`src/pkg/ebc_pkg.sv`:
```
package ebc_pkg;
    localparam int EBC_PC_W = 10;
    localparam int EBC_CNT_W = 8;
    localparam int EBC_NUM_BP = 4;
    localparam logic [EBC_CNT_W-1:0] EBC_CNT_RST = 8'h00;

    // Trigger edge selection
    localparam logic EBC_EDGE_RISE = 1'b0;
    localparam logic EBC_EDGE_FALL = 1'b1;

    // Halt cause codes
    localparam logic [1:0] EBC_CAUSE_NONE = 2'h0;
    localparam logic [1:0] EBC_CAUSE_BP = 2'h1;
    localparam logic [1:0] EBC_CAUSE_FORCE = 2'h2;
    localparam logic [1:0] EBC_CAUSE_TRIG = 2'h3;

    typedef enum logic [2:0] {
        EBC_ST_IDLE = 3'b001,
        EBC_ST_RUN = 3'b010,
        EBC_ST_HALT = 3'b100
    } ebc_state_e;

    // One fetch as reported by the core
    typedef struct packed {
        logic valid;
        logic [EBC_PC_W-1:0] addr;
        logic skipped;
        logic in_run;
        logic soft_reset;
    } ebc_fetch_s;

    typedef struct packed {
        logic enable;
        logic [EBC_PC_W-1:0] addr;
        logic [EBC_CNT_W-1:0] pass_count;
    } ebc_bp_s;
endpackage : ebc_pkg

```
`src/core/ebc_break_ctrl.sv`:
```
// Contract
// Breakpoint inside same-type run halts only after the run ends.
// Forced or trigger break halts even inside a run.
// Debugger resumes at address after the run end.
// Breakpoint on a skipped instruction never halts.
// Executed breakpoint instruction halts before it executes.
// Pass count advances and halts only on executed instructions.
// Trigger break fires on selected leading or trailing edge.
// One trigger input serves trace and break triggering.
// Software reset instruction acts as no-operation.
// Trigger synchronised, edge found from two successive samples.
`timescale 1ns/1ns
module ebc_break_ctrl
    import ebc_pkg::*;
#(
    parameter int NUM_BP = EBC_NUM_BP
) (
    input wire logic clk_sys,
    input wire logic nrst,
    input wire logic run_with_break_command,
    input wire logic run_plain,
    input wire logic force_break,
    input wire logic trig_pin,
    input wire logic trig_edge_sel,
    input wire logic trig_break_en,
    input wire ebc_bp_s [NUM_BP-1:0] bp_cfg,
    input wire ebc_fetch_s fetch,
    output logic halt,
    output logic [1:0] halt_cause,
    output logic [EBC_PC_W-1:0] halt_addr,
    output logic trace_trig,
    output logic core_reset_req,
    output logic running
);
    // Hit vector and counters are meant for a small breakpoint set
    if (NUM_BP < 1 || NUM_BP > 16) begin : g_bad_num_bp
        $error("NUM_BP out of range");
    end

    ebc_state_e state_ff, nxt_state;
    logic bp_armed_ff, nxt_bp_armed;
    logic pend_bp_ff, nxt_pend_bp;
    logic halt_ff, nxt_halt;
    logic [1:0] cause_ff, nxt_cause;
    logic [EBC_PC_W-1:0] haddr_ff, nxt_haddr;
    logic trace_ff, nxt_trace;
    logic running_ff, nxt_running;
    logic [EBC_CNT_W-1:0] cnt_ff [NUM_BP];
    logic [EBC_CNT_W-1:0] nxt_cnt [NUM_BP];
    logic [NUM_BP-1:0] hit_vec;
    logic trig_event;
    logic exec_fetch;

    ebc_trig_sync u_sync (
        .clk_sys(clk_sys),
        .nrst(nrst),
        .trig_pin(trig_pin),
        .edge_sel(trig_edge_sel),
        .trig_event(trig_event)
    );

    function automatic logic bp_match(input ebc_bp_s b, input logic [EBC_PC_W-1:0] a);
        bp_match = b.enable && (b.addr == a);
    endfunction : bp_match

    // Skipped fetches excluded
    assign exec_fetch = fetch.valid && !fetch.skipped;

    genvar gi;
    generate
        for (gi = 0; gi < NUM_BP; gi++) begin : g_bp
            // Count executed passes only
            always_comb begin
                nxt_cnt[gi] = cnt_ff[gi];
                hit_vec[gi] = 1'b0;
                if (state_ff != EBC_ST_RUN) begin
                    nxt_cnt[gi] = EBC_CNT_RST;
                end else if (bp_armed_ff && exec_fetch && bp_match(bp_cfg[gi], fetch.addr)) begin
                    if (cnt_ff[gi] + 8'h01 >= bp_cfg[gi].pass_count) begin
                        hit_vec[gi] = 1'b1;
                    end else begin
                        nxt_cnt[gi] = cnt_ff[gi] + 8'h01;
                    end
                end
            end
            always_ff @(posedge clk_sys or negedge nrst) begin
                if (!nrst) begin
                    cnt_ff[gi] <= EBC_CNT_RST;
                end else begin
                    cnt_ff[gi] <= nxt_cnt[gi];
                end
            end
        end
    endgenerate

    always_comb begin
        nxt_state = state_ff;
        nxt_bp_armed = bp_armed_ff;
        nxt_pend_bp = pend_bp_ff;
        nxt_halt = 1'b0;
        nxt_cause = cause_ff;
        nxt_haddr = haddr_ff;
        // Shared trigger for trace
        nxt_trace = trig_event;
        case (state_ff)
            EBC_ST_IDLE, EBC_ST_HALT: begin
                if (run_with_break_command || run_plain) begin
                    nxt_state = EBC_ST_RUN;
                    nxt_bp_armed = run_with_break_command;
                    nxt_pend_bp = 1'b0;
                    nxt_cause = EBC_CAUSE_NONE;
                end
            end
            EBC_ST_RUN: begin
                // Force and trigger ignore runs
                if (force_break || (trig_break_en && bp_armed_ff && trig_event)) begin
                    nxt_state = EBC_ST_HALT;
                    nxt_halt = 1'b1;
                    nxt_cause = force_break ? EBC_CAUSE_FORCE : EBC_CAUSE_TRIG;
                    nxt_haddr = fetch.addr;
                // Defer breakpoint until run ends
                end else if (exec_fetch && (pend_bp_ff || (|hit_vec)) && !fetch.in_run) begin
                    // Halt before the instruction
                    nxt_state = EBC_ST_HALT;
                    nxt_halt = 1'b1;
                    nxt_cause = EBC_CAUSE_BP;
                    nxt_haddr = fetch.addr;
                // Held so a hit inside a run is not lost
                end else if (|hit_vec) begin
                    nxt_pend_bp = 1'b1;
                end
            end
            default: begin
                nxt_state = EBC_ST_IDLE;
            end
        endcase
        nxt_running = (nxt_state == EBC_ST_RUN);
    end

    always_ff @(posedge clk_sys or negedge nrst) begin
        if (!nrst) begin
            state_ff <= EBC_ST_IDLE;
            bp_armed_ff <= 1'b0;
            pend_bp_ff <= 1'b0;
            halt_ff <= 1'b0;
            cause_ff <= EBC_CAUSE_NONE;
            haddr_ff <= '0;
            trace_ff <= 1'b0;
            running_ff <= 1'b0;
        end else begin
            state_ff <= nxt_state;
            bp_armed_ff <= nxt_bp_armed;
            pend_bp_ff <= nxt_pend_bp;
            halt_ff <= nxt_halt;
            cause_ff <= nxt_cause;
            haddr_ff <= nxt_haddr;
            trace_ff <= nxt_trace;
            running_ff <= nxt_running;
        end
    end

    assign halt = halt_ff;
    assign halt_cause = cause_ff;
    // Halt address reported; debugger derives the resume address from it
    assign halt_addr = haddr_ff;
    assign trace_trig = trace_ff;
    // Software reset never resets
    // Tied low: the emulated core must never see a reset from software
    assign core_reset_req = 1'b0;
    assign running = running_ff;

    // Skipped fetch no halt
    AST_SKIP_NO_BP: assert property (@(posedge clk_sys) disable iff (!nrst)
        (fetch.valid && fetch.skipped && !force_break && !trig_event && !pend_bp_ff) |=> !halt)
        else $error("Halt on skipped fetch");
    // No bp halt inside run
    AST_RUN_NO_BP: assert property (@(posedge clk_sys) disable iff (!nrst)
        (fetch.valid && fetch.in_run && !force_break && !trig_event) |=> !halt)
        else $error("Breakpoint halted inside run");
    // Pending hit halts at run end
    AST_PEND_HALT: assert property (@(posedge clk_sys) disable iff (!nrst)
        (running && pend_bp_ff && exec_fetch && !fetch.in_run && !force_break
        && !(trig_break_en && bp_armed_ff && trig_event)) |=> (halt && halt_cause == EBC_CAUSE_BP))
        else $error("Pending breakpoint not taken at run end");
    // Force always halts
    AST_FORCE_HALT: assert property (@(posedge clk_sys) disable iff (!nrst)
        (running && force_break) |=> (halt && halt_cause == EBC_CAUSE_FORCE))
        else $error("Forced break missed");
    // Armed trigger always halts
    AST_TRIG_HALT: assert property (@(posedge clk_sys) disable iff (!nrst)
        (running && bp_armed_ff && trig_break_en && trig_event && !force_break)
        |=> (halt && halt_cause == EBC_CAUSE_TRIG))
        else $error("Trigger break missed");
    // Executed hit halts
    AST_BP_HALT: assert property (@(posedge clk_sys) disable iff (!nrst)
        (running && exec_fetch && (|hit_vec) && !fetch.in_run && !force_break) |=> (halt && halt_addr == $past(fetch.addr)))
        else $error("Breakpoint not honoured");
    // Count holds on skip
    AST_CNT_SKIP: assert property (@(posedge clk_sys) disable iff (!nrst)
        (running && fetch.valid && fetch.skipped) |=> (cnt_ff[0] == $past(cnt_ff[0])))
        else $error("Pass count moved on skip");
    // Executed pass advances count
    AST_CNT_EXEC: assert property (@(posedge clk_sys) disable iff (!nrst)
        (running && bp_armed_ff && exec_fetch && bp_match(bp_cfg[0], fetch.addr) && !hit_vec[0])
        |=> (cnt_ff[0] == $past(cnt_ff[0]) + 8'h01))
        else $error("Pass count missed an executed pass");
    // Trigger halt needs edge
    AST_TRIG_CAUSE: assert property (@(posedge clk_sys) disable iff (!nrst)
        (halt && halt_cause == EBC_CAUSE_TRIG) |-> $past(trig_event))
        else $error("Trigger halt without edge");
    // Trace follows trigger
    AST_TRACE: assert property (@(posedge clk_sys) disable iff (!nrst)
        trig_event |=> trace_trig)
        else $error("Trace missed trigger");
    // Soft reset runs as no-op
    AST_NO_RESET: assert property (@(posedge clk_sys) disable iff (!nrst)
        (running && fetch.valid && fetch.soft_reset && !force_break && !trig_event && !pend_bp_ff && !(|hit_vec))
        |=> (running && !core_reset_req))
        else $error("Soft reset acted");
    // Halt is one pulse
    AST_HALT_PULSE: assert property (@(posedge clk_sys) disable iff (!nrst)
        halt |=> !halt)
        else $error("Halt longer than one cycle");
endmodule : ebc_break_ctrl

```
`src/core/ebc_trig_sync.sv`:
```
`timescale 1ns/1ns
module ebc_trig_sync
    import ebc_pkg::*;
(
    input wire logic clk_sys,
    input wire logic nrst,
    input wire logic trig_pin,
    input wire logic edge_sel,
    output logic trig_event
);
    logic sync1_ff, sync2_ff, prev_ff, event_ff;
    logic nxt_sync1, nxt_sync2, nxt_prev, nxt_event;

    always_comb begin
        nxt_sync1 = trig_pin;
        nxt_sync2 = sync1_ff;
        nxt_prev = sync2_ff;
        // Selected edge only
        // Two samples compared
        nxt_event = (edge_sel == EBC_EDGE_RISE) ? (sync2_ff & ~prev_ff) : (~sync2_ff & prev_ff);
    end

    always_ff @(posedge clk_sys or negedge nrst) begin
        if (!nrst) begin
            sync1_ff <= 1'b0;
            sync2_ff <= 1'b0;
            prev_ff <= 1'b0;
            event_ff <= 1'b0;
        end else begin
            sync1_ff <= nxt_sync1;
            sync2_ff <= nxt_sync2;
            prev_ff <= nxt_prev;
            event_ff <= nxt_event;
        end
    end

    assign trig_event = event_ff;

    // Edge from two samples
    AST_EDGE_SAMPLES: assert property (@(posedge clk_sys) disable iff (!nrst)
        trig_event |-> ($past(sync2_ff) != $past(prev_ff)) && ($past(sync2_ff) == ($past(edge_sel) == EBC_EDGE_RISE)))
        else $error("Trigger event without selected edge");
endmodule : ebc_trig_sync

```
`config.mk`:
```
export PLATFORM = sky130hd
export DESIGN_NAME = ebc_break_ctrl
export DESIGN_NICKNAME = d
export VERILOG_FILES = /design/src/pkg/ebc_pkg.sv /design/src/core/ebc_break_ctrl.sv /design/src/core/ebc_trig_sync.sv
export SDC_FILE = /design/constraint.sdc
export NUM_CORES = 1
export LEC_CHECK = 0
export ABC_AREA = 1
export BUFFER_PORTS_ARGS = -buffer_cell sky130_fd_sc_hd__buf_2
export CORE_MARGIN = 2
export CORE_UTILIZATION = 55
export CTS_CLUSTER_SIZE = 28
export DETAILED_ROUTE_END_ITERATION = 10
export GPL_TIMING_DRIVEN = 0
export PLACE_DENSITY = 0.82
export SYNTH_ARGS = -nofsm -noshare
export SYNTH_HDL_FRONTEND = slang
export SYNTH_SLANG_ARGS = --single-unit
```
`constraint.sdc`:
```
create_clock -name clk_sys -period 5.3 [get_ports clk_sys]
set_input_delay 0.53 -clock clk_sys [delete_from_list [all_inputs] [get_ports clk_sys]]
set_output_delay 0.53 -clock clk_sys [all_outputs]
set_load 0.1 [all_outputs]
```
==> results of run 1 <==
[cell families (layout without fill, tap and decap cells)]
kind of cell	Yosys count	count (layout)	synth area share, %
xor gates and xnor gates	33	33	6.21
AOI/OAI and AO/OA	44	44	5.53
and+or+nand+nor	385	385	35.7
buffers and inverters	141	257	12.7
DFF	56	56	30.1
adders and majority gates	36	36	9.67
other	1	1	0.0805
[final cells by class]
| type | instances | share of cell area, % |
|---|---|---|
| multi-input cells | 499 | 48.9 |
| flip-flops and latches | 56 | 25.8 |
| repair buffers | 108 | 9.93 |
| inverters | 133 | 9.17 |
| well taps | 105 | 2.41 |
| plain buffers | 8 | 1.68 |
| clock buffers | 5 | 1.26 |
| clock inverters | 3 | 0.873 |
[power by group through the flow]
| stage | Sequential (mW) | Combinational (mW) | Clock, mW |
|---|---|---|---|
| CTS | 0.533 | 0.776 | 0.293 |
| global placement | 0.540 | 0.751 | 0 |
| floorplan | 0.859 | 0.268 | 0 |
| global route | 0.539 | 0.832 | 0.305 |
| detailed placement | 0.541 | 0.772 | 0 |
| finish | 0.534 | 0.775 | 0.291 |
[synth_stat cells (10+ instances only)]
library cell              instances
sky130_fd_sc_hd__inv_1          122
sky130_fd_sc_hd__inv_2           10
sky130_fd_sc_hd__nand4_1         17
sky130_fd_sc_hd__xor2_1          24
sky130_fd_sc_hd__ha_1            36
sky130_fd_sc_hd__dfrtp_1         55
sky130_fd_sc_hd__nor2_1          62
sky130_fd_sc_hd__nand3_1         43
sky130_fd_sc_hd__nand2_1        219
sky130_fd_sc_hd__o21ai_0         20
sky130_fd_sc_hd__nand2_2         19
[worst paths after layout]
check	start	endpoint	slack, ps	cells after the start
worst max-delay path	cnt_ff[8]	halt_addr[3]	2360	20
worst min-delay path	trig_pin	u_sync.nxt_sync2	300	1
worst max register to register	cnt_ff[8]	halt_addr[3]	2360	20
worst min register to register	u_sync.nxt_sync2	u_sync.nxt_prev	360	0
max in group asynchronous	nrst	u_sync.prev_ff	4070	1
min in group asynchronous	nrst	cnt_ff[7]	440	1
[worst max-delay path: stages, from the launching register on]
cell	delay, ps
sky130_fd_sc_hd__dfrtp_1	460
sky130_fd_sc_hd__ha_1	220
sky130_fd_sc_hd__nand2_1	100
sky130_fd_sc_hd__nor3_1	230
sky130_fd_sc_hd__xor2_1	210
sky130_fd_sc_hd__inv_1	90
sky130_fd_sc_hd__ha_1	270
sky130_fd_sc_hd__nand2_1	80
sky130_fd_sc_hd__a21oi_1	40
sky130_fd_sc_hd__nor3_1	120
sky130_fd_sc_hd__nand2_1	180
sky130_fd_sc_hd__nand2_1	100
sky130_fd_sc_hd__nor2_1	50
sky130_fd_sc_hd__nor2_1	130
sky130_fd_sc_hd__nand3_2	90
sky130_fd_sc_hd__nand2_2	90
sky130_fd_sc_hd__nand2_4	70
sky130_fd_sc_hd__nand2_4	60
sky130_fd_sc_hd__buf_6	150
sky130_fd_sc_hd__nand2_2	60
sky130_fd_sc_hd__nand2_2	50
[state kept, by name (all words and copies together), names as in the netlist]
register	count
halt_addr	10
u_sync.nxt_prev	1
bp_armed_ff	1
u_sync.trig_event	1
cnt_ff	32
trace_trig	1
halt	1
u_sync.nxt_sync2	1
pend_bp_ff	1
halt_cause	2
running	1
u_sync.prev_ff	1
state_ff	3
[layer usage]
layer | global-route usage (%) | up-vias | share of wire (%)
li1 | - | 2386 | -
met1 | 34.9 | 2118 | 43
met2 | 45.5 | 174 | 47
met3 | 3.60 | 19 | 7.7
met4 | 9.76 | 0 | 2.2
met5 | 0 | - | 0
==> run summary, run 1 <==
### Power
* Comb pwr share: 48.4%
* clock power share: 18.2%
* Seq pwr share: 33.4%
* Worst VDD drop: 0.155 mV
* Power Dens Cells: 294 mW/mm^2
* P_leak: 3.40 nW
* switching power of the nets: 799 uW
* switching portion of total power: 49.9%
* sum of internal, switching and leakage power: 1.60 mW
* cell-internal power: 801 uW

### CTS
* Clock Pin Slew Worst Setup and Hold Paths: 110 ps
* CTS tree: yes
* count of hold buffers inserted by post-cts repair: 0
* post-cts sizing count: 0
* number of buffers added by the clock tree synthesis step: 5
* clock sink count: 56
* latest clock arrival within the worst-skew pair: 320 ps
* number of post-CTS setup repair buffers: 0
* CTS Buffer Depth: 2
* level count of the clock H-tree: 2
* master cell of the clock root buffer: sky130_fd_sc_hd__clkbuf_8

### Logic synthesis
* synth top area cells: sky130_fd_sc_hd__dfrtp_1 30%, sky130_fd_sc_hd__nand2_1 18%, sky130_fd_sc_hd__inv_1 9.8%, sky130_fd_sc_hd__ha_1 9.7%, sky130_fd_sc_hd__nor2_1 5.0%
* number of storage elements in the synthesis netlist: 56
* gate count of the mapped netlist: 696
* number of warning messages in the yosys log: 0
* part of the Yosys area used for sequential elements: 30.1%
* Synth Cell Area: 0.00466 mm^2
* share of flip-flops with an asynchronous set or reset after synthesis: 100%
* count of cell types in the netlist: 38
* nets in the synthesized netlist: 830
* portion of synthesized cell area occupied by the leading cell type: 29.6%
* ys flop type: sky130_fd_sc_hd__dfrtp_1
* cell type contributing the most total cell area after synthesis: sky130_fd_sc_hd__dfrtp_1
* mean cell area of the mapped netlist: 6.69 um^2
* number of enable flip-flop cells after synthesis: 0

### Layout
* ant diodes: 0
* area added between synthesis and finish: 16.9%
* Total Nets Final: 945
* Final Instance Area: 0.00545 mm^2
* area occupied by multi-input gates: 0.00266 mm^2
* ratio of cells with drive above 1 in the final layout: 20.0%
* storage element area: 0.00140 mm^2
* Cell Count, Final, Fillers Out: 917
* most common library cell in the layout ignoring fill and taps: sky130_fd_sc_hd__nand2_1
* most frequent cells in the layout: 219 x sky130_fd_sc_hd__nand2_1, 122 x sky130_fd_sc_hd__inv_1, 108 x sky130_fd_sc_hd__buf_2, 62 x sky130_fd_sc_hd__nor2_1, 55 x sky130_fd_sc_hd__dfrtp_1
* FILL cells: 727
* post-route core utilization: 66.3%

### STA
* Final Critical Period: 2940 ps
* Max Clock Freq: 340 MHz
* setup repair after global routing missed its margin: no
* Setup Total Neg Slack: 0 ps
* measured slew at the worst slew-check pin: 1250 ps
* Worst Slack Setup Final: 2360 ps
* final max-slew violation count: 0
* share of the cycle needed by the critical path after routing: 55.5%
* post-route worst hold slack: 304 ps
* Slew headroom: 16.7%
* Fin. Hold Viols: 0
* count of final setup violators: 0
* setup clock skew after layout: 8.67 ps

### Detailed routing
* drt pass-1 iters: 4
* via density per instance: 5.12
* Routed wire per std cell: 13.0 um
* total routed wirelength: 11900 um
* starting DRC count in detailed routing: 179
* via count of the routed design: 4697
* DRC: 0
* antenna-violating nets left: 0

### Floorplanning
* Row Count: 33
* Die Span Y: 96.0 um
* initial standard-cell utilization of the core: 56.7%
* number of top-level design ports: 114
* die area: 0.00922 mm^2
* Chip Width: 96.0 um
* Floorplan Core Area: 0.00822 mm^2

### Run status
* status: finished clean

### Place
* Placement Setup Slack: 2410 ps
* Detail Placement HPWL: 9920 um
* area post-placement: 0.00533 mm^2
* last weighted congestion value of the routability-driven placer: 0.951
* Placed Instances: 909
* port bufs: 108

### Setup path
* Startpoint Class: flip-flop
* start-to-end type of the worst setup path: flip-flop to flip-flop
* kind of end point of the critical path: flip-flop
* worst path arrival time: 3210 ps
* CP required: 5570 ps
* critical-path maximum fanout: 10

### Global route
* initial antenna violation count: 0
* first-pass GRT wire length: 19300 um
* largest net degree at the start of global routing: 57
* vias in the first global route: 4365
* overall global routing resource usage: 26.8%
* grt ovf: 0

### Flow run
* max cap viols: 0

### Min path
* Hold Path Class: input pin to flip-flop

Note: power is estimated with default switching activity, not from simulation.
==> run 2: changes to the inputs <==
- CORE_UTILIZATION: 55 -> 50
- PLACE_DENSITY: 0.82 -> 0.78
- clock period: 5.3 -> 2.6 ns (I/O delays scaled with it)
==> run 2 against run 1 <==
Compared with the run above: largest cell class unchanged; critical endpoint is now halt_addr[9]; via count grew 4.9%; clock power increased by 78%; sequential share of layout area is 2.1 points lower; global-route usage down 1.0 points; die area grew 9.6%; the run now ends with setup timing left; maximum frequency up 6.4%; wire length rose by 11%; sequential power is 110% higher; power rose by 110%; clock-buffer cell count did not move; critical path depth rose by 1.
==> run summary, run 2 (synthesis gave the netlist of run 1 again) <==
### Detailed routing
* via density per instance: 5.15, was 5.12
* starting DRC count in detailed routing: 223, was 179
* drt pass-1 iters: 6, was 4
* Routed wire per std cell: 13.8 um, was 13.0 um
* DRC: 0, unchanged
* antenna-violating nets left: 0, unchanged
* via count of the routed design: 4926, was 4697
* total routed wirelength: 13200 um, was 11900 um

### CTS
* number of buffers added by the clock tree synthesis step: 5, unchanged
* CTS Buffer Depth: 2, unchanged
* master cell of the clock root buffer: sky130_fd_sc_hd__clkbuf_8, unchanged
* clock sink count: 56, unchanged
* CTS tree: yes, unchanged
* level count of the clock H-tree: 2, unchanged
* Clock Pin Slew Worst Setup and Hold Paths: 110 ps, about the same
* latest clock arrival within the worst-skew pair: 330 ps, was 320 ps

### Global route
* overall global routing resource usage: 25.8%, was 26.8%
* vias in the first global route: 4758, was 4365
* initial antenna violation count: 0, unchanged
* largest net degree at the start of global routing: 57, unchanged
* grt ovf: 0, unchanged
* first-pass GRT wire length: 21000 um, was 19300 um

### Power
* sum of internal, switching and leakage power: 3.30 mW, was 1.60 mW
* P_leak: 3.58 nW, was 3.40 nW
* Power Dens Cells: 555 mW/mm^2, was 294 mW/mm^2
* Worst VDD drop: 0.360 mV, was 0.155 mV

### STA
* count of final setup violators: 36, was 0
* Final Critical Period: 2770 ps, was 2940 ps
* measured slew at the worst slew-check pin: 1240 ps, was 1250 ps
* Fin. Hold Viols: 0, unchanged
* final max-slew violation count: 0, unchanged
* Worst Slack Setup Final: -165 ps, was 2360 ps
* setup repair after global routing missed its margin: yes, was no
* share of the cycle needed by the critical path after routing: 106%, was 55.5%
* Slew headroom: 17.4%, was 16.7%
* Max Clock Freq: 362 MHz, was 340 MHz
* setup clock skew after layout: 11.0 ps, was 8.67 ps

### Floorplanning
* Die Span Y: 101 um, was 96.0 um
* number of top-level design ports: 114, unchanged
* Floorplan Core Area: 0.00915 mm^2, was 0.00822 mm^2
* Row Count: 35, was 33
* die area: 0.0101 mm^2, was 0.00922 mm^2
* Chip Width: 101 um, was 96.0 um
* initial standard-cell utilization of the core: 50.9%, was 56.7%

### Layout
* ratio of cells with drive above 1 in the final layout: 29.2%, was 20.0%
* area added between synthesis and finish: 27.8%, was 16.9%
* Final Instance Area: 0.00595 mm^2, was 0.00545 mm^2
* most common library cell in the layout ignoring fill and taps: sky130_fd_sc_hd__nand2_1, unchanged
* ant diodes: 0, unchanged
* most frequent cells in the layout: 205 x sky130_fd_sc_hd__nand2_1, 118 x sky130_fd_sc_hd__inv_1, 108 x sky130_fd_sc_hd__buf_2, 52 x sky130_fd_sc_hd__nor2_1, 52 x sky130_fd_sc_hd__dfrtp_1, was 219 x sky130_fd_sc_hd__nand2_1, 122 x sky130_fd_sc_hd__inv_1, 108 x sky130_fd_sc_hd__buf_2, 62 x sky130_fd_sc_hd__nor2_1, 55 x sky130_fd_sc_hd__dfrtp_1
* number of flip-flops under the largest register name: 32, unchanged
* FILL cells: 803, was 727
* top register by number of flip-flops: cnt_ff, unchanged
* Total Nets Final: 979, was 945

### Setup path
* kind of end point of the critical path: flip-flop, unchanged
* CP bufs+invs: 2, unchanged
* critical-path maximum fanout: 5, was 10
* crit-path leading delay family: simple AND/OR/NAND/NOR gates, unchanged
* worst path arrival time: 3030 ps, was 3210 ps
* slowest CP cell: sky130_fd_sc_hd__dfrtp_1, unchanged
* number of cell instances on the worst register-to-register path: 21, was 20
* Worst R2R Start: cnt_ff[0], was cnt_ff[8]
* Startpoint Class: flip-flop, unchanged
* critical path's most frequent cell: sky130_fd_sc_hd__nand2_2, was sky130_fd_sc_hd__nand2_1
* endpoint of the lowest-slack register-to-register path: halt_addr[9], was halt_addr[3]
* register-to-register setup slack: -170 ps, was 2360 ps
* delay of the slowest cell on the worst path: 420 ps, was 460 ps
* CP required: 2870 ps, was 5570 ps
* start-to-end type of the worst setup path: flip-flop to flip-flop, unchanged
* cell-by-cell listing of the critical path: ha_2 > nand3_2 > nor2_1 > nand2_1 > xor2_1 > inv_1 > ha_1 > nand2_2 > a21oi_2 > nor3_2 > nand2_2 > nand2_2 > nor2_2 > nor2_2 > nand3_2 > nand2_4 > nand2_4 > nand2_4 > clkbuf_16 > nand2_2 > nand2_2, was ha_1 > nand2_1 > nor3_1 > xor2_1 > inv_1 > ha_1 > nand2_1 > a21oi_1 > nor3_1 > nand2_1 > nand2_1 > nor2_1 > nor2_1 > nand3_2 > nand2_2 > nand2_4 > nand2_4 > buf_6 > nand2_2 > nand2_2

### Place
* port bufs: 108, unchanged
* area post-placement: 0.00534 mm^2, was 0.00533 mm^2
* last weighted congestion value of the routability-driven placer: 0.968, was 0.951
* Detail Placement HPWL: 10200 um, was 9920 um

### Run status
* failing checks: setup timing
* status: finished, violations left, was finished clean

### Min path
* Cells on Worst Hold Path: 1, unchanged
* Hold Path Class: input pin to flip-flop, unchanged
* hold-critical path endpoint: u_sync.nxt_sync2, unchanged
* Worst Hold Launch: trig_pin, unchanged

### Flow run
* max cap viols: 0, unchanged

run 2: changes by cell type in the layout (fill, tap and decap cells not counted), sizes merged:
cell      previous run  this run
clkinvlp             0         1
bufinv               1         0
inv                132       133
clkbuf               7         8
buf                114       147
clkinv               3         2
run 2: cell type report:
| type | instances | area (um^2) | share of cell area, % |
|---|---|---|---|
| Sequential cell | 56 | 1410 | 23.6 |
| Clock inverter | 3 | 27.5 | 0.463 |
| Buffer | 8 | 104 | 1.75 |
| Tap cell | 111 | 139 | 2.33 |
| Timing Repair Buffer | 142 | 826 | 13.9 |
| Inverter | 133 | 499 | 8.39 |
| Multi-Input combinational cell | 499 | 2880 | 48.4 |
| Clock buffer | 5 | 68.8 | 1.16 |
run 2: worst max-delay path by stage:
stage / from / endpoint / slack (ps) / cells after the start
2_1_floorplan: cnt_ff[8] / halt_addr[2] / 140 / 20
3_3_place_gp: cnt_ff[8] / state_ff[2] / -150 / 19
3_5_place_dp: cnt_ff[8] / halt_addr[5] / -290 / 20
4_1_cts: cnt_ff[0] / halt_addr[5] / -20 / 21
5_1_grt: cnt_ff[0] / halt_addr[9] / -330 / 21
6_report: cnt_ff[0] / halt_addr[9] / -170 / 21
run 2: layer usage:
layer	routed length [um]	share of wire, %	track usage, %
met1	5710	43	32.6
met4	267	2.0	7.90
met5	0	0	0
met2	6540	49	46.1
met3	716	5.4	3.33
run 2: timing repair:
item / 4_1_cts / 5_1_grt
pin swaps: 4 / 28
gates resized for setup: 17 / 45
gates cloned: 0 / 1
buffers inserted: 23 / 10
hold buffers: 0 / 0
setup endpoints to repair: 35 / 49
run 2: worst register-to-register path, delay by kind of cell, from the launching register on:
kind / cells / cell delay [ps]
AO/OA/AOI/OAI: 1 / 40
buffers and inverters: 2 / 230
adder cells (fa/ha/maj): 2 / 520
AND/OR/NAND/NOR: 15 / 1310
XOR/XNOR: 1 / 180
flip-flops: 1 / 420
run 2: metrics by stage:
| stage | hold slack (ps) | utilization (%) | setup slack (ps) | std cells | setup TNS, ps |
|---|---|---|---|---|---|
| finish | 36.8 | 65.0 | -165 | 957 | -3300 |
| global placement | 332 | 58.3 | -154 | 915 | -1860 |
| CTS | 34.9 | 61.9 | -18.2 | 946 | -68.3 |
| global route | 30.4 | 65.0 | -326 | 957 | -11800 |
| floorplan | -35.6 | - | 142 | 696 | 0 |
| detailed placement | 348 | 58.3 | -289 | 915 | -4950 |
run 2: power by group:
part           total [mW]  switching [mW]  internal (mW)
sequential           1.10           0.102           1.00
combinational        1.68            1.28          0.405
clock               0.518           0.319          0.199
==> run 3: changes to the inputs <==
- CAP_MARGIN: default -> 15
- GPL_TIMING_DRIVEN: 0 -> default
==> run 3 against run 2 <==
Compared with the run above: sequential power about the same; worst setup slack better by 110 ps; final cell count up 0.94%; wire length down 3.7%; the run still ends with setup timing left; largest power group unchanged; clock power down 3.9%; critical path depth down 1.
==> run summary, run 3 (synthesis gave the netlist of run 1 again) <==
### Run status
* status: finished, violations left, unchanged
* failing checks: setup timing, unchanged

### Global route
* overall global routing resource usage: 25.1%, was 25.8%
* largest net degree at the start of global routing: 49, was 57
* first-pass GRT wire length: 20300 um, was 21000 um
* vias in the first global route: 4632, was 4758
* initial antenna violation count: 0, unchanged
* grt ovf: 0, unchanged

### Floorplanning
* initial standard-cell utilization of the core: 50.9%, unchanged
* Row Count: 35, unchanged
* Die Span Y: 101 um, unchanged
* Chip Width: 101 um, unchanged
* die area: 0.0101 mm^2, unchanged
* Floorplan Core Area: 0.00915 mm^2, unchanged
* number of top-level design ports: 114, unchanged

### CTS
* level count of the clock H-tree: 2, unchanged
* master cell of the clock root buffer: sky130_fd_sc_hd__clkbuf_8, unchanged
* CTS Buffer Depth: 2, unchanged
* CTS tree: yes, unchanged
* Clock Pin Slew Worst Setup and Hold Paths: 110 ps, about the same
* latest clock arrival within the worst-skew pair: 320 ps, was 330 ps
* count of hold buffers inserted by post-cts repair: 0, unchanged
* clock sink count: 56, unchanged
* number of buffers added by the clock tree synthesis step: 5, unchanged

### Layout
* Total Nets Final: 988, was 979
* ratio of cells with drive above 1 in the final layout: 29.6%, was 29.2%
* top register by number of flip-flops: cnt_ff, unchanged
* most frequent cells in the layout: 205 x sky130_fd_sc_hd__nand2_1, 118 x sky130_fd_sc_hd__inv_1, 111 x sky130_fd_sc_hd__buf_2, 57 x sky130_fd_sc_hd__nor2_1, 55 x sky130_fd_sc_hd__dfrtp_1, was 205 x sky130_fd_sc_hd__nand2_1, 118 x sky130_fd_sc_hd__inv_1, 108 x sky130_fd_sc_hd__buf_2, 52 x sky130_fd_sc_hd__nor2_1, 52 x sky130_fd_sc_hd__dfrtp_1
* Final Instance Area: 0.00600 mm^2, was 0.00595 mm^2
* ant diodes: 0, unchanged
* Cell Count, Final, Fillers Out: 966, was 957
* number of flip-flops under the largest register name: 32, unchanged
* area added between synthesis and finish: 28.8%, was 27.8%
* most common library cell in the layout ignoring fill and taps: sky130_fd_sc_hd__nand2_1, unchanged

### Setup path
* kind of end point of the critical path: flip-flop, unchanged
* cell-by-cell listing of the critical path: nand2_2 > inv_2 > nand4_1 > buf_4 > xor2_1 > inv_1 > ha_1 > a21oi_1 > nor2_1 > nor2_1 > nand2_1 > nand2_1 > nor2_1 > nor2_1 > nand3_2 > nand2_4 > nand2_8 > nand2_8 > nand2_1 > nand2_1, was ha_2 > nand3_2 > nor2_1 > nand2_1 > xor2_1 > inv_1 > ha_1 > nand2_2 > a21oi_2 > nor3_2 > nand2_2 > nand2_2 > nor2_2 > nor2_2 > nand3_2 > nand2_4 > nand2_4 > nand2_4 > clkbuf_16 > nand2_2 > nand2_2
* critical-path maximum fanout: 7, was 5
* CP bufs+invs: 3, was 2
* crit-path leading delay family: simple AND/OR/NAND/NOR gates, unchanged
* worst setup path startpoint: cnt_ff[18], was cnt_ff[0]
* delay of the slowest cell on the worst path: 400 ps, was 420 ps
* slowest CP cell: sky130_fd_sc_hd__dfrtp_1, unchanged
* worst path arrival time: 2920 ps, was 3030 ps
* Worst R2R Start: cnt_ff[18], was cnt_ff[0]
* Startpoint Class: flip-flop, unchanged
* CP required: 2860 ps, was 2870 ps
* start-to-end type of the worst setup path: flip-flop to flip-flop, unchanged

### Flow run
* max cap viols: 0, unchanged

### STA
* post-route worst hold slack: 38.5 ps, was 36.8 ps
* Slew headroom: 30.0%, was 17.4%
* measured slew at the worst slew-check pin: 1050 ps, was 1240 ps
* setup repair after global routing missed its margin: yes, unchanged
* Worst Slack Setup Final: -58.0 ps, was -165 ps
* Final Critical Period: 2660 ps, was 2770 ps
* share of the cycle needed by the critical path after routing: 102%, was 106%
* final max-slew violation count: 0, unchanged
* count of final setup violators: 12, was 36
* Fin. Hold Viols: 0, unchanged
* setup clock skew after layout: 13.7 ps, was 11.0 ps
* Max Clock Freq: 376 MHz, was 362 MHz

### Detailed routing
* length of routed wiring on met1: 5520 um, was 5710 um
* routed wl met2: 6200 um, was 6540 um
* drt pass-1 iters: 5, was 6
* via density per instance: 5.00, was 5.15
* DRC: 0, unchanged
* Routed wire per std cell: 13.2 um, was 13.8 um
* via count of the routed design: 4833, was 4926
* total routed wirelength: 12700 um, was 13200 um
* starting DRC count in detailed routing: 239, was 223
* met3 layer wire length in the routed design: 592 um, was 716 um
* Max Used Layer: met4, unchanged
* antenna-violating nets left: 0, unchanged

### Power
* sum of internal, switching and leakage power: 3.27 mW, was 3.30 mW
* Power Dens Cells: 546 mW/mm^2, was 555 mW/mm^2
* Worst VDD drop: 0.366 mV, was 0.360 mV
* P_leak: 3.62 nW, was 3.58 nW

### Min path
* Hold Path Class: input pin to flip-flop, unchanged
* Worst Hold Launch: trig_pin, unchanged

### Place
* Detail Placement HPWL: 10100 um, was 10200 um
* port bufs: 111, was 108
* last weighted congestion value of the routability-driven placer: 0.939, was 0.968
* Placed Instances: 938, was 915
* area post-placement: 0.00547 mm^2, was 0.00534 mm^2

run 3: worst reg2reg max path, stage by stage, from the launching register on:
cell and delay (ps):
sky130_fd_sc_hd__dfrtp_1 400, sky130_fd_sc_hd__nand2_2 70, sky130_fd_sc_hd__inv_2 60, sky130_fd_sc_hd__nand4_1 90
sky130_fd_sc_hd__buf_4 160, sky130_fd_sc_hd__xor2_1 200, sky130_fd_sc_hd__inv_1 80, sky130_fd_sc_hd__ha_1 290
sky130_fd_sc_hd__a21oi_1 140, sky130_fd_sc_hd__nor2_1 50, sky130_fd_sc_hd__nor2_1 80, sky130_fd_sc_hd__nand2_1 100
sky130_fd_sc_hd__nand2_1 70, sky130_fd_sc_hd__nor2_1 50, sky130_fd_sc_hd__nor2_1 180, sky130_fd_sc_hd__nand3_2 120
sky130_fd_sc_hd__nand2_4 130, sky130_fd_sc_hd__nand2_8 100, sky130_fd_sc_hd__nand2_8 120, sky130_fd_sc_hd__nand2_1 50
sky130_fd_sc_hd__nand2_1 60
run 3: path summary, 6_finish.rpt:
path	end	slack, ps	depth (start not counted)
setup / recovery	halt_addr[0]	-60	20
hold / removal	u_sync.nxt_sync2	40	1
setup reg to reg	halt_addr[0]	-60	20
hold reg to reg	u_sync.nxt_prev	360	0
max in group asynchronous	cnt_ff[13]	1780	2
min in group asynchronous	cnt_ff[0]	100	1
run 3: power breakdown:
group | internal [mW] | switching [mW]
Sequential | 1.00 | 0.102
Clock | 0.194 | 0.304
Combinational | 0.379 | 1.29
Total | 1.57 | 1.70
run 3: layout make-up:
type | count | area (um^2)
Clock buffer | 5 | 68.8
Clock inverter | 3 | 22.5
Fill cell | 778 | 3150
Inverter | 133 | 499
Multi-Input combinational cell | 501 | 2950
Sequential cell | 56 | 1400
Tap cell | 111 | 139
Timing Repair Buffer | 157 | 916
run 3: metrics by stage:
stage / worst slack [ps] / TNS [ps] / util [%]
finish: -58.0 / -479 / 65.5
global placement: 25.9 / 0 / 59.8
CTS: -3.29 / -3.29 / 62.1
detailed placement: -70.9 / -751 / 59.8
floorplan: 142 / 0 / -
global route: -268 / -5250 / 65.5
run 3: routing by layer:
metal,global-route usage [%],vias to the layer above
li1,-,2461
met1,31.3,2164
met2,44.1,175
met3,2.84,33
met4,10.6,0
met5,0,-
run 3: what timing repair did:
item                                    4_1_cts  5_1_grt
pin swaps                                    13       21
setup buffers                                 6       12
endpoints found under the setup margin       15       44
cloned                                        2        0
resized for setup                            12       58
